===== config.mk =====
export PLATFORM = sky130hd
export DESIGN_NAME = clockgen_ctl
export DESIGN_NICKNAME = d
export VERILOG_FILES = /design/src/clockgen_pkg.sv /design/src/pll_monitor.sv /design/src/clockgen_ctl.sv
export VERILOG_INCLUDE_DIRS = /design/src /design/src/src
export SDC_FILE = /design/constraint.sdc
export NUM_CORES = 1
export LEC_CHECK = 0
export BUFFER_PORTS_ARGS = -buffer_cell sky130_fd_sc_hd__buf_2
export CAP_MARGIN = 20
export CORE_MARGIN = 1
export CORE_UTILIZATION = 49
export DETAILED_ROUTE_END_ITERATION = 7
export PLACE_DENSITY = 0.85
export SLEW_MARGIN = 20
export SYNTH_ARGS = -nofsm -noshare
export SYNTH_HDL_FRONTEND = slang
export SYNTH_SLANG_ARGS = --single-unit

===== constraint.sdc =====
create_clock -name clk_i -period 3.5 [get_ports clk_i]
set_input_delay 0.525 -clock clk_i [delete_from_list [all_inputs] [get_ports clk_i]]
set_output_delay 0.525 -clock clk_i [all_outputs]
set_load 0.02 [all_outputs]

===== src/clockgen_defines.svh =====
// Purpose: constants of the device control and status register bank
// Assumes: 125 MHz core clock, 8-bit register port behind the serial target
// Notes: included by the clockgen_ctl module of the bank only
`ifndef CLOCKGEN_DEFINES_SVH
`define CLOCKGEN_DEFINES_SVH

`define CLK_PERIOD_NS    8
`define ALIGN_TIME_NS    64
`define ALIGN_CYCLES     ((`ALIGN_TIME_NS + `CLK_PERIOD_NS - 1) / `CLK_PERIOD_NS)

`define IDX_TARGET_ADDR  8'h0a
`define IDX_IMAGE_REV    8'h0b
`define IDX_DEVICE_CONTROL      8'h0c
`define IDX_LIVE_STATUS  8'h0d

`define TARGET_ADDR_RST  8'h54
`define IMAGE_REV_RST    8'h00
`define DEVICE_CONTROL_RST      8'hd9
`define DEVICE_CONTROL_WMASK    8'hdf

`define CTL_SOFT_RESET   7
`define CTL_SOFT_ALIGN   6
`define CTL_AUTO_ALIGN   4
`define CTL_ALIGN_MUTE   3
`define CTL_KEEP_BACKUP  2
`define CTL_CAL_ORDER    1
`define CTL_AUTO_LOCK    0

`define STRAP_IN_MID     2'h1
`define STRAP_IN_HIGH    2'h2
`define STRAP_BITS_LOW   2'h0
`define STRAP_BITS_MID   2'h1
`define STRAP_BITS_HIGH  2'h3
`define STRAP_SETTLE     2'h2

`endif


===== src/clockgen_pkg.sv =====
// Purpose: shared types of the device control and status bank
// Assumes: nothing
// Notes: constants live in clockgen_defines.svh
package clockgen_pkg;
	typedef enum logic [1:0] {seq_wait, seq_locking, seq_align, seq_run} seq_state_e;
	typedef logic [7:0] reg_byte_t;
endpackage


===== src/pll_monitor.sv =====
// Purpose: live condition of one PLL: calibrating, lock lost, input lost, back to main ref
// Assumes: raw status comes from analog/other domains and is synchronised here
// Notes: restart_i clears calibration state synchronously
`timescale 1ns/1ns
module pll_monitor
(
	// clock and reset
	input  wire logic clk_i,
	input  wire logic rst_i,
	input  wire logic restart_i,
	// control
	input  wire logic cal_start_i,
	// raw status
	input  wire logic lock_raw_i,
	input  wire logic input_ok_raw_i,
	input  wire logic cal_done_raw_i,
	input  wire logic back_main_raw_i,
	// live conditions
	output logic      locked_o,
	output logic      calibrating_o,
	output logic      lock_lost_o,
	output logic      input_lost_o,
	output logic      back_main_o
);
	logic [3:0] meta_reg;
	logic [3:0] sync_reg;
	logic       started_reg;

	// ----------------------------------------
	// two-stage synchroniser
	// ----------------------------------------
	always_ff @(posedge clk_i or posedge rst_i)
	begin
		if (rst_i)
		begin
			meta_reg <= 4'h0;
			sync_reg <= 4'h0;
		end
		else
		begin
			meta_reg <= {back_main_raw_i, cal_done_raw_i, input_ok_raw_i, lock_raw_i};
			sync_reg <= meta_reg;
		end
	end

	// ----------------------------------------
	// calibration tracking, start wins over done
	// ----------------------------------------
	always_ff @(posedge clk_i or posedge rst_i)
	begin
		if (rst_i)
		begin
			calibrating_o <= 1'b0;
			started_reg   <= 1'b0;
		end
		else if (restart_i)
		begin
			calibrating_o <= 1'b0;
			started_reg   <= 1'b0;
		end
		else
		begin
			calibrating_o <= cal_start_i | (calibrating_o & ~sync_reg[2]);
			started_reg   <= started_reg | cal_start_i;
		end
	end

	// ----------------------------------------
	// live conditions, input loss takes precedence
	// ----------------------------------------
	always_ff @(posedge clk_i or posedge rst_i)
	begin
		if (rst_i)
		begin
			locked_o     <= 1'b0;
			lock_lost_o  <= 1'b0;
			input_lost_o <= 1'b0;
			back_main_o  <= 1'b0;
		end
		else
		begin
			locked_o     <= started_reg & ~calibrating_o & sync_reg[0];
			lock_lost_o  <= started_reg & ~calibrating_o & ~sync_reg[0] & sync_reg[1];
			input_lost_o <= ~sync_reg[1];
			back_main_o  <= sync_reg[3];
		end
	end
endmodule


===== src/clockgen_ctl.sv =====
// Purpose: device control/status registers and startup sequencer of a two-PLL clock generator
// Assumes: register port driven by the serial target logic on clk_i
// Notes: soft reset holds the sequencer and monitors while control bit 7 is low
`timescale 1ns/1ns
`include "clockgen_defines.svh"
module clockgen_ctl
	import clockgen_pkg::*;
#(
	parameter int ALIGN_LEN = `ALIGN_CYCLES
)
(
	// clock and reset
	input  wire logic       clk_i,
	input  wire logic       rst_i,
	// register port
	input  wire logic [7:0] reg_addr_i,
	input  wire logic       reg_wr_i,
	input  wire logic       reg_rd_i,
	input  wire logic [7:0] reg_wdata_i,
	output logic      [7:0] reg_rdata_o,
	// nonvolatile image
	input  wire logic       nv_commit_i,
	input  wire logic       nv_valid_i,
	input  wire logic [4:0] nv_addr_hi_i,
	input  wire logic [7:0] nv_rev_i,
	output logic            nv_fetch_o,
	// pins
	input  wire logic       align_pin_n_i,
	input  wire logic [1:0] strap_level_i,
	// pll a status
	input  wire logic       pll_a_lock_i,
	input  wire logic       pll_a_input_ok_i,
	input  wire logic       pll_a_cal_done_i,
	input  wire logic       pll_a_back_main_i,
	input  wire logic       pll_a_power_down_i,
	// pll b status
	input  wire logic       pll_b_lock_i,
	input  wire logic       pll_b_input_ok_i,
	input  wire logic       pll_b_cal_done_i,
	input  wire logic       pll_b_back_main_i,
	input  wire logic       pll_b_power_down_i,
	// interrupt flag side
	input  wire logic [7:0] flag_polarity_i,
	output logic      [7:0] flag_set_o,
	// core control
	output logic            core_reset_o,
	output logic            cal_start_a_o,
	output logic            cal_start_b_o,
	output logic            sysclk_vco_o,
	output logic            drive_enable_o,
	output logic            align_active_o
);
	reg_byte_t  target_addr_reg;
	reg_byte_t  image_rev_reg;
	reg_byte_t  ctl_reg;
	reg_byte_t  live_reg;
	reg_byte_t  live_prev_reg;
	seq_state_e seq_state;
	logic [3:0] align_cnt_reg;
	logic [1:0] strap_meta_reg;
	logic [1:0] strap_s_reg;
	logic [1:0] strap_wait_reg;
	logic       strap_cap_reg;
	logic       align_meta_reg;
	logic       align_s_reg;
	logic       boot_reg;
	logic       b_started_reg;
	logic       b_pd_prev_reg;
	logic       a_locked;
	logic       a_cal;
	logic       a_lol;
	logic       a_los;
	logic       a_back;
	logic       b_locked;
	logic       b_cal;
	logic       b_lol;
	logic       b_los;
	logic       b_back;
	logic       soft_hold;
	logic       ctl_wr;
	logic       auto_rise;
	logic       start_go;
	logic       a_ready;
	logic       both_ready;
	logic       b_go;
	logic       b_restart;
	logic       align_any;
	logic [1:0] strap_bits;

	assign soft_hold  = ~ctl_reg[`CTL_SOFT_RESET];
	assign ctl_wr     = reg_wr_i & (reg_addr_i == `IDX_DEVICE_CONTROL);
	assign auto_rise  = ctl_wr & reg_wdata_i[`CTL_AUTO_LOCK] & ~ctl_reg[`CTL_AUTO_LOCK];
	assign start_go   = (seq_state == seq_wait) & ((boot_reg & ctl_reg[`CTL_AUTO_LOCK]) | auto_rise);
	assign a_ready    = a_locked | pll_a_power_down_i;
	assign both_ready = a_ready & (b_locked | pll_b_power_down_i) & b_started_reg;
	assign b_go       = (seq_state == seq_locking) & ~b_started_reg & ~cal_start_a_o
	                    & (ctl_reg[`CTL_CAL_ORDER] | a_ready);
	assign b_restart  = ctl_reg[`CTL_CAL_ORDER] & b_pd_prev_reg & ~pll_b_power_down_i
	                    & (seq_state != seq_wait);
	assign align_any  = (seq_state == seq_align) | ~align_s_reg | ~ctl_reg[`CTL_SOFT_ALIGN];

	// ----------------------------------------
	// per-PLL monitors
	// ----------------------------------------
	pll_monitor u_mon_a
	(
		.clk_i          (clk_i),
		.rst_i          (rst_i),
		.restart_i      (soft_hold),
		.cal_start_i    (cal_start_a_o),
		.lock_raw_i     (pll_a_lock_i),
		.input_ok_raw_i (pll_a_input_ok_i),
		.cal_done_raw_i (pll_a_cal_done_i),
		.back_main_raw_i(pll_a_back_main_i),
		.locked_o       (a_locked),
		.calibrating_o  (a_cal),
		.lock_lost_o    (a_lol),
		.input_lost_o   (a_los),
		.back_main_o    (a_back)
	);

	pll_monitor u_mon_b
	(
		.clk_i          (clk_i),
		.rst_i          (rst_i),
		.restart_i      (soft_hold),
		.cal_start_i    (cal_start_b_o),
		.lock_raw_i     (pll_b_lock_i),
		.input_ok_raw_i (pll_b_input_ok_i),
		.cal_done_raw_i (pll_b_cal_done_i),
		.back_main_raw_i(pll_b_back_main_i),
		.locked_o       (b_locked),
		.calibrating_o  (b_cal),
		.lock_lost_o    (b_lol),
		.input_lost_o   (b_los),
		.back_main_o    (b_back)
	);

	// ----------------------------------------
	// pin synchronisers
	// ----------------------------------------
	always_ff @(posedge clk_i or posedge rst_i)
	begin
		if (rst_i)
		begin
			strap_meta_reg <= 2'h0;
			strap_s_reg    <= 2'h0;
			align_meta_reg <= 1'b1;
			align_s_reg    <= 1'b1;
		end
		else
		begin
			strap_meta_reg <= strap_level_i;
			strap_s_reg    <= strap_meta_reg;
			align_meta_reg <= align_pin_n_i;
			align_s_reg    <= align_meta_reg;
		end
	end

	// ----------------------------------------
	// target address
	// ----------------------------------------
	always_comb
	begin
		unique case (strap_s_reg)
			`STRAP_IN_MID:  strap_bits = `STRAP_BITS_MID;
			`STRAP_IN_HIGH: strap_bits = `STRAP_BITS_HIGH;
			default:        strap_bits = `STRAP_BITS_LOW;
		endcase
	end

	always_ff @(posedge clk_i or posedge rst_i)
	begin
		if (rst_i)
		begin
			strap_wait_reg <= 2'h0;
			strap_cap_reg  <= 1'b0;
		end
		else
		begin
			if (strap_wait_reg != `STRAP_SETTLE)
				strap_wait_reg <= strap_wait_reg + 2'h1;
			strap_cap_reg <= (strap_wait_reg + 2'h1 == `STRAP_SETTLE);
		end
	end

	always_ff @(posedge clk_i or posedge rst_i)
	begin
		if (rst_i)
			target_addr_reg <= `TARGET_ADDR_RST;
		else
		begin
			if (nv_valid_i & nv_fetch_o)
				target_addr_reg[7:3] <= nv_addr_hi_i;
			if (strap_cap_reg)
				target_addr_reg[2:1] <= strap_bits;
			target_addr_reg[0] <= 1'b0;
		end
	end

	// ----------------------------------------
	// image revision reload, request wins over completion
	// ----------------------------------------
	always_ff @(posedge clk_i or posedge rst_i)
	begin
		if (rst_i)
		begin
			nv_fetch_o    <= 1'b1;
			image_rev_reg <= `IMAGE_REV_RST;
		end
		else
		begin
			nv_fetch_o <= nv_commit_i | (nv_fetch_o & ~nv_valid_i);
			if (nv_valid_i & nv_fetch_o)
				image_rev_reg <= nv_rev_i;
		end
	end

	// ----------------------------------------
	// control register
	// ----------------------------------------
	always_ff @(posedge clk_i or posedge rst_i)
	begin
		if (rst_i)
			ctl_reg <= `DEVICE_CONTROL_RST;
		else if (ctl_wr)
			ctl_reg <= reg_wdata_i & `DEVICE_CONTROL_WMASK;
	end

	// ----------------------------------------
	// register reads
	// ----------------------------------------
	always_ff @(posedge clk_i or posedge rst_i)
	begin
		if (rst_i)
			reg_rdata_o <= 8'h00;
		else if (reg_rd_i)
		begin
			unique case (reg_addr_i)
				`IDX_TARGET_ADDR: reg_rdata_o <= target_addr_reg;
				`IDX_IMAGE_REV:   reg_rdata_o <= image_rev_reg;
				`IDX_DEVICE_CONTROL:     reg_rdata_o <= ctl_reg;
				`IDX_LIVE_STATUS: reg_rdata_o <= live_reg;
				default:          reg_rdata_o <= 8'h00;
			endcase
		end
	end

	// ----------------------------------------
	// startup sequencer
	// ----------------------------------------
	always_ff @(posedge clk_i or posedge rst_i)
	begin
		if (rst_i)
		begin
			seq_state     <= seq_wait;
			boot_reg      <= 1'b1;
			b_started_reg <= 1'b0;
			align_cnt_reg <= 4'h0;
		end
		else if (soft_hold)
		begin
			seq_state     <= seq_wait;
			boot_reg      <= 1'b1;
			b_started_reg <= 1'b0;
			align_cnt_reg <= 4'h0;
		end
		else
		begin
			unique case (seq_state)
				seq_wait:
				begin
					if (start_go)
					begin
						seq_state <= seq_locking;
						boot_reg  <= 1'b0;
					end
				end
				seq_locking:
				begin
					if (b_go)
						b_started_reg <= 1'b1;
					if (both_ready)
					begin
						if (ctl_reg[`CTL_AUTO_ALIGN])
						begin
							seq_state     <= seq_align;
							align_cnt_reg <= 4'(ALIGN_LEN - 1);
						end
						else
							seq_state <= seq_run;
					end
				end
				seq_align:
				begin
					if (align_cnt_reg == 4'h0)
						seq_state <= seq_run;
					else
						align_cnt_reg <= align_cnt_reg - 4'h1;
				end
				seq_run:
				begin
					seq_state <= seq_run;
				end
			endcase
		end
	end

	// ----------------------------------------
	// calibration starts
	// ----------------------------------------
	always_ff @(posedge clk_i or posedge rst_i)
	begin
		if (rst_i)
		begin
			cal_start_a_o <= 1'b0;
			cal_start_b_o <= 1'b0;
			b_pd_prev_reg <= 1'b0;
		end
		else
		begin
			cal_start_a_o <= ~soft_hold & start_go & ~pll_a_power_down_i;
			cal_start_b_o <= ~soft_hold & ((b_go & ~pll_b_power_down_i) | b_restart);
			b_pd_prev_reg <= pll_b_power_down_i;
		end
	end

	// ----------------------------------------
	// core outputs
	// ----------------------------------------
	always_ff @(posedge clk_i or posedge rst_i)
	begin
		if (rst_i)
		begin
			core_reset_o   <= 1'b0;
			sysclk_vco_o   <= 1'b0;
			drive_enable_o <= 1'b0;
			align_active_o <= 1'b0;
		end
		else
		begin
			core_reset_o   <= soft_hold;
			sysclk_vco_o   <= ~soft_hold & ~ctl_reg[`CTL_KEEP_BACKUP] & a_locked;
			drive_enable_o <= ~soft_hold & ((seq_state == seq_run) | (seq_state == seq_align))
			                  & ~(align_any & ctl_reg[`CTL_ALIGN_MUTE]);
			align_active_o <= align_any;
		end
	end

	// ----------------------------------------
	// live status and flag edges
	// ----------------------------------------
	always_ff @(posedge clk_i or posedge rst_i)
	begin
		if (rst_i)
		begin
			live_reg      <= 8'h00;
			live_prev_reg <= 8'h00;
			flag_set_o    <= 8'h00;
		end
		else
		begin
			live_reg      <= {a_lol, a_los, a_cal, b_lol, b_los, b_cal, a_back, b_back};
			live_prev_reg <= live_reg;
			flag_set_o    <= (flag_polarity_i & live_reg & ~live_prev_reg)
			                 | (~flag_polarity_i & ~live_reg & live_prev_reg);
		end
	end

	// ----------------------------------------
	// checks
	// ----------------------------------------
	addr_bit_zero_a: assert property (@(posedge clk_i) disable iff (rst_i)
		!target_addr_reg[0]) else $error("target address bit 0 not zero");
	strap_map_a: assert property (@(posedge clk_i) disable iff (rst_i)
		strap_cap_reg && strap_s_reg == `STRAP_IN_HIGH |=> target_addr_reg[2:1] == `STRAP_BITS_HIGH)
		else $error("strap high not mapped to 3");
	rev_reload_a: assert property (@(posedge clk_i) disable iff (rst_i)
		nv_fetch_o && nv_valid_i |=> image_rev_reg == $past(nv_rev_i))
		else $error("revision not reloaded from image");
	commit_fetch_a: assert property (@(posedge clk_i) disable iff (rst_i)
		nv_commit_i |=> nv_fetch_o) else $error("commit did not request image fetch");
	soft_reset_a: assert property (@(posedge clk_i) disable iff (rst_i)
		soft_hold |=> core_reset_o && seq_state == seq_wait) else $error("soft reset not applied");
	soft_align_a: assert property (@(posedge clk_i) disable iff (rst_i)
		!ctl_reg[`CTL_SOFT_ALIGN] |=> align_active_o) else $error("soft align not active");
	auto_align_a: assert property (@(posedge clk_i) disable iff (rst_i)
		!soft_hold && seq_state == seq_locking && both_ready && ctl_reg[`CTL_AUTO_ALIGN]
		|=> seq_state == seq_align ##ALIGN_LEN seq_state == seq_run) else $error("auto align sequence wrong");
	mute_align_a: assert property (@(posedge clk_i) disable iff (rst_i)
		$past(align_any && ctl_reg[`CTL_ALIGN_MUTE]) |-> !drive_enable_o) else $error("drivers not muted");
	keep_backup_a: assert property (@(posedge clk_i) disable iff (rst_i)
		ctl_reg[`CTL_KEEP_BACKUP] |=> !sysclk_vco_o) else $error("system clock left backup");
	parallel_cal_a: assert property (@(posedge clk_i) disable iff (rst_i)
		start_go && !soft_hold && ctl_reg[`CTL_CAL_ORDER] && !pll_b_power_down_i
		&& !pll_a_power_down_i |=> cal_start_a_o ##2 cal_start_b_o)
		else $error("parallel calibration not started");
	hold_b_a: assert property (@(posedge clk_i) disable iff (rst_i)
		!ctl_reg[`CTL_CAL_ORDER] && !a_ready && !b_restart |=> !cal_start_b_o)
		else $error("pll b started before pll a ready");
	auto_start_a: assert property (@(posedge clk_i) disable iff (rst_i)
		auto_rise && seq_state == seq_wait && !soft_hold |=> seq_state == seq_locking)
		else $error("auto start write ignored");
	flag_edge_a: assert property (@(posedge clk_i) disable iff (rst_i)
		live_reg[7] && !live_prev_reg[7] && flag_polarity_i[7] |=> flag_set_o[7])
		else $error("rising edge flag missed");
	los_first_a: assert property (@(posedge clk_i) disable iff (rst_i)
		!(live_reg[7] && live_reg[6]) && !(live_reg[4] && live_reg[3])) else $error("lol with los");

	run_reached_c: cover property (@(posedge clk_i) disable iff (rst_i) seq_state == seq_run);
	align_done_c: cover property (@(posedge clk_i) disable iff (rst_i)
		seq_state == seq_align ##1 seq_state == seq_run);
	flag_fall_c: cover property (@(posedge clk_i) disable iff (rst_i) |(flag_set_o & ~flag_polarity_i));
endmodule


After elaboration in Yosys (flattened, before gate mapping) --
Index checks and enable logic that the tools add are counted.
Cells by class: add/sub/neg operators 2, eq/ne operators 21, multiplexer cells 23, bitwise logic cells 74, reduce and logical (&&, ||, !) cells 7
Operators with widths (number):
- $and A1 B1 Y1 | 34
- $and A8 B8 Y8 | 4
- $eq A8 B4 Y1 const B | 4
- $pmux W8 S4 | 1
- $not A8 Y8 | 3
- $not A1 Y1 | 19
- $mux W4 | 4
- $ne A3 B3 Y1 const B | 5
- $or A1 B1 Y1 | 13
- $mux W1 | 11
- $eq A2 B2 Y1 const B | 4
- $mux W2 | 4
- $ne A2 B1 Y1 const B | 4
- $or A8 B8 Y8 | 1
- $pmux W2 S4 | 1
- $pmux W4 S2 | 1
- $eq A2 B1 Y1 const B | 2
- $logic_not A4 Y1 | 1
- $pmux W2 S2 | 1
- $reduce_and A2 Y1 | 2
- $reduce_and A4 Y1 | 1
- $sub A4 B1 Y4 const B | 1
- $ne A3 B1 Y1 const B | 1
- $reduce_and A3 Y1 | 1
- other kinds (4) | 4
Storage, ports and cells: flip-flop bits (word level) 107, bits of input ports 56, output and inout port bits 23, word-level logic and storage cells 169

Depth between registers and ports, before layout --
depth in word-level cells 9, mapped depth 6, depth with buffers taken out 6

Hierarchy --
From an unflattened synthesis, not the netlist that was laid out.
Second synthesis, totals: cell total of the unflattened synthesis 289, area total of the unflattened synthesis 3947.5 um^2
By module, submodules not included:
- clockgen_ctl | instances 1, cells each 243, area each 3139.3 um^2, sequential area each 1991.9 um^2
- pll_monitor | instances 2, cells each 23, area each 404.1 um^2, sequential area each 350.3 um^2

Least setup slack after synthesis --
OpenSTA, ideal clock, no wires.
kind input-to-reg, start in reg_addr_i[0], end reg seq_state[0], library setup time 82 ps, data arrival time 1577 ps, data required time 3418 ps, slack 1841 ps, stages 5, path buffers 1, cell sequence buf_2 and4bb_1 nand4_1 or3_1 a31oi_1
Between the ends: word-level cells in the longest chain between the ends 8
Ends and longest elaborated chain:
- start: declaration | RTL line clockgen_ctl.sv:16 | input wire logic [7:0] reg_addr_i,
- $eq A8 B4 Y1
- $and A1 B1 Y1 | RTL line clockgen_ctl.sv:91 | assign ctl_wr = reg_wr_i & (reg_addr_i == `IDX_DEVICE_CONTROL);
- $and A1 B1 Y1 (2 in series) | RTL line clockgen_ctl.sv:92 | assign auto_rise = ctl_wr & reg_wdata_i[`CTL_AUTO_LOCK] & ~ctl_reg[`CTL_AUTO_LOCK];
- $or A1 B1 Y1 | RTL line clockgen_ctl.sv:93 | assign start_go = (seq_state == seq_wait) & ((boot_reg & ctl_reg[`CTL_AUTO_LOCK]) | auto_rise);
- $and A1 B1 Y1 | RTL line clockgen_ctl.sv:93
- $ne A3 B3 Y1 (no line)
- $reduce_and A3 Y1 (no line)
- end signal: assignment | RTL line clockgen_ctl.sv:256 | seq_state <= seq_wait;
- end signal: assignment | RTL line clockgen_ctl.sv:263 | seq_state <= seq_wait;
- end signal: assignment | RTL line clockgen_ctl.sv:275 | seq_state <= seq_locking;
- end: declaration | RTL line clockgen_ctl.sv:58 | seq_state_e seq_state;
Every way passes these cells. A chain may end at the register's enable or synchronous reset.

Worst setup path in the final report --
start reg align_cnt_reg[0], end reg align_cnt_reg[1]
Between the ends: word-level cells in the longest chain between the ends 4, elaborated cells between the ends (all ways) 7
Ends and longest elaborated chain:
- start: declaration | RTL line clockgen_ctl.sv:59 | logic [3:0] align_cnt_reg;
- start signal: assignment | RTL line clockgen_ctl.sv:288 | align_cnt_reg <= 4'(ALIGN_LEN - 1);
- start signal: assignment | RTL line clockgen_ctl.sv:299 | align_cnt_reg <= align_cnt_reg - 4'h1;
- $sub A4 B1 Y4 | RTL line clockgen_ctl.sv:299
- $mux W4 | RTL line clockgen_ctl.sv:296 | if (align_cnt_reg == 4'h0)
- $pmux W4 S2 | RTL line clockgen_ctl.sv:270 | unique case (seq_state)
- $mux W4 | RTL line clockgen_ctl.sv:261 | else if (soft_hold)
Parallel ways exist; a longest one is shown, timed or not. The select of a mux whose other input is x is not followed.

==> results.md <==
* RSZ-0062 raised after global routing: no
* Diode count at 0
* Peak supply drop at 0.225 mV
* CTS Root Cell: clkbuf_8
* Post-Route Setup TNS at 0 ns
* Global-route wire length before repair at between 10000 and 15000 µm
* Commonest non-fill, non-tap cells in the layout: dfrtp_1 (95), buf_2 (77), nand2_1 (26), nor2_1 (22), mux2_2 (20)
* Syn Area/Cell at 13.3 µm²
* Critical path class: register to register
* Final Max Slew Viols at 0
* GRT Total Usage at 18.4%
* EDFF count, synth at 0
* Final period util at 51.8%
* Area of the multi-input gates at 1170 µm²
* Metal2 WL at 3490 µm
* Post-synth cell types at 45
* Main synth FF type: dfrtp_1
* Crit end category: register
* DR pass1 iterations at 5
* Port Buffer Count at 77
* YS warnings at 0
* WP data arrival at between 2 and 2.5 ns
* Endpoints failing hold at 0
* FP Rows at 32
* #FFs+latches synth at 107
* Share of layout cells above drive strength 1 at 34.9%
* # hold bufs at CTS at 0
* Clock Sinks at 107
* Drt wl/cell at 14.5 µm
* Register area at 2690 µm²
* Worst Path Max Fanout at 3
* Period minus WS final at 1.81 ns
* Die H at 91.9 µm
* Pleak at 0.00225 µW
* Post-Route M1 WL at 3090 µm
* Largest net degree at the start of global routing at 60
* Post-Syn Area at 3960 µm²
* Placement Setup Slack at roughly 1.4 ns
* Reg clk slew, reported paths at ~0.10 ns
* # DRC at 0
* Startpoint types: register
* WP data required at 3.75 ns
* # resized after CTS at 0
* CTS H-tree depth at 3
* Post-route clock skew at 0.00995 ns
* Syn Nets at between 300 and 400
* Final setup margin at 1.69 ns
* Number of fill cells in the layout at 658
* Final net count at 439
* Starting Density at 51.0%
* Placer congestion estimate at 0.781
* Post-CTS setup buffers at 0
* DIE WIDTH at 91.9 µm
* Fmax at 551 MHz
* TritonCTS buffer count at 9
* Remaining antenna violation count after routing at 0
* P&R area growth vs syn at 17.3%
* CTS tree: done
* I/O pins at 79
* Power density over cell area at 463 nW/µm²
* Total power at around 2200 µW
* Die area at 8450 µm²
* DR vias/cell at 5.10
* Initial antenna violation count at 0
* Hpwl dp at 5140 µm
* Seq/Total Area, Yosys at 68.0%
* Highest routed metal layer: met4
* Gate Count Post-Synth at 297
* Asr flop ratio synth at 100%
* Hold Path Class: input port to async pin
* Wire length on met3 at between 300 and 400 µm
* Global route total overflow at 0
* Most common cell after layout, fill and taps aside: dfrtp_1
* Max Cap Viol at 0
* Vias in the first global route at 2483
* Final setup fails at 0
* Outcome: completed
* Total number of vias at 2481
* Detailed-route wire length at approximately 7000 µm
* Clock latency on the worst-skew pair at around 0.36 ns
* Max clock buf depth at 2
* Least-Margin Pin Slew at ~0.58 ns
* Iteration-0 DRC Markers at 130
* Core Region at 7770 µm²
* Relative slew slack at 61.5%
through the flow:
step                      hold slack (ns)  instances  util (%)  cell area [µm²]
after floorplan                     0.331        297         -             3960
after global placement              0.331        470      57.5             4470
after detailed placement            0.335        470      57.5             4470
after CTS                           0.235        486      59.8             4650
after global routing                0.220        486      59.8             4650
final                               0.225        486      59.8             4650
path summary, 6_finish.rpt:
| kind | end | cells past startpoint | slack, ns | startpoint |
|---|---|---|---|---|
| min in group clk_i | align_meta_reg | 1 | 0.25 | align_pin_n_i |
| max in group asynchronous | ctl_reg[6] | 3 | 2.53 | rst_i |
| setup reg to reg | align_cnt_reg[1] | 5 | 1.69 | align_cnt_reg[0] |
| setup / recovery | align_cnt_reg[1] | 5 | 1.69 | align_cnt_reg[0] |
| hold reg to reg | u_mon_a.sync_reg[2] | 0 | 0.34 | u_mon_a.meta_reg[2] |
| hold / removal | u_mon_b.meta_reg[2] | 2 | 0.22 | rst_i |
layout make-up:
cell class	count	share of cell area [%]
flip-flops and latches	107	58.0
multi-input cells	164	25.1
repair buffers	78	8.73
clock buffers	10	2.75
well taps	102	2.75
inverters	19	1.59
clock inverters	6	1.10
cell families after synthesis:
| family | count (synthesis) | synth area share (%) |
|---|---|---|
| adders and majority gates | 4 | 1.26 |
| DFF | 107 | 68.0 |
| buffers and inverters | 26 | 2.56 |
| xor gates and xnor gates | 1 | 0.221 |
| muxes | 34 | 9.22 |
| AOI/OAI and AO/OA | 47 | 8.12 |
| and+or+nand+nor | 78 | 10.6 |
cell usage after synthesis, drive strengths merged, types with 3 or more instances:
cell / number / area share, %
dfstp: 12 / 8.0
clkbuf: 4 / 0.41
nor2: 22 / 2.1
mux2i: 14 / 3.5
buf: 3 / 0.35
nand3: 4 / 0.51
nand2b: 5 / 1.2
a21oi: 6 / 0.76
ha: 4 / 1.3
o21ai: 14 / 1.8
dfrtp: 95 / 60
o22a: 7 / 1.8
nor3: 3 / 0.38
inv: 18 / 1.7
o22ai: 8 / 1.3
mux2: 20 / 5.7
nand2: 26 / 2.5
routing by layer:
| layer | GRT usage (%) | vias up |
|---|---|---|
| li1 | - | 1190 |
| met1 | 24.8 | 1205 |
| met2 | 28.7 | 74 |
| met3 | 4.89 | 12 |
| met4 | 6.64 | 0 |
| met5 | 0 | - |
critical path, cell delays in order (launching register included):
cell and delay, ns:
dfrtp_1 0.41, inv_1 0.08, ha_1 0.24, nor3b_1 0.18, or4bb_2 0.61, and3_1 0.19
where the power goes:
group          total, µW  internal, µW  switching, µW
clock                673           267            406
sequential          1320          1300           26.4
combinational        156          73.0           83.2
Note: power is estimated with default switching activity, not from simulation.
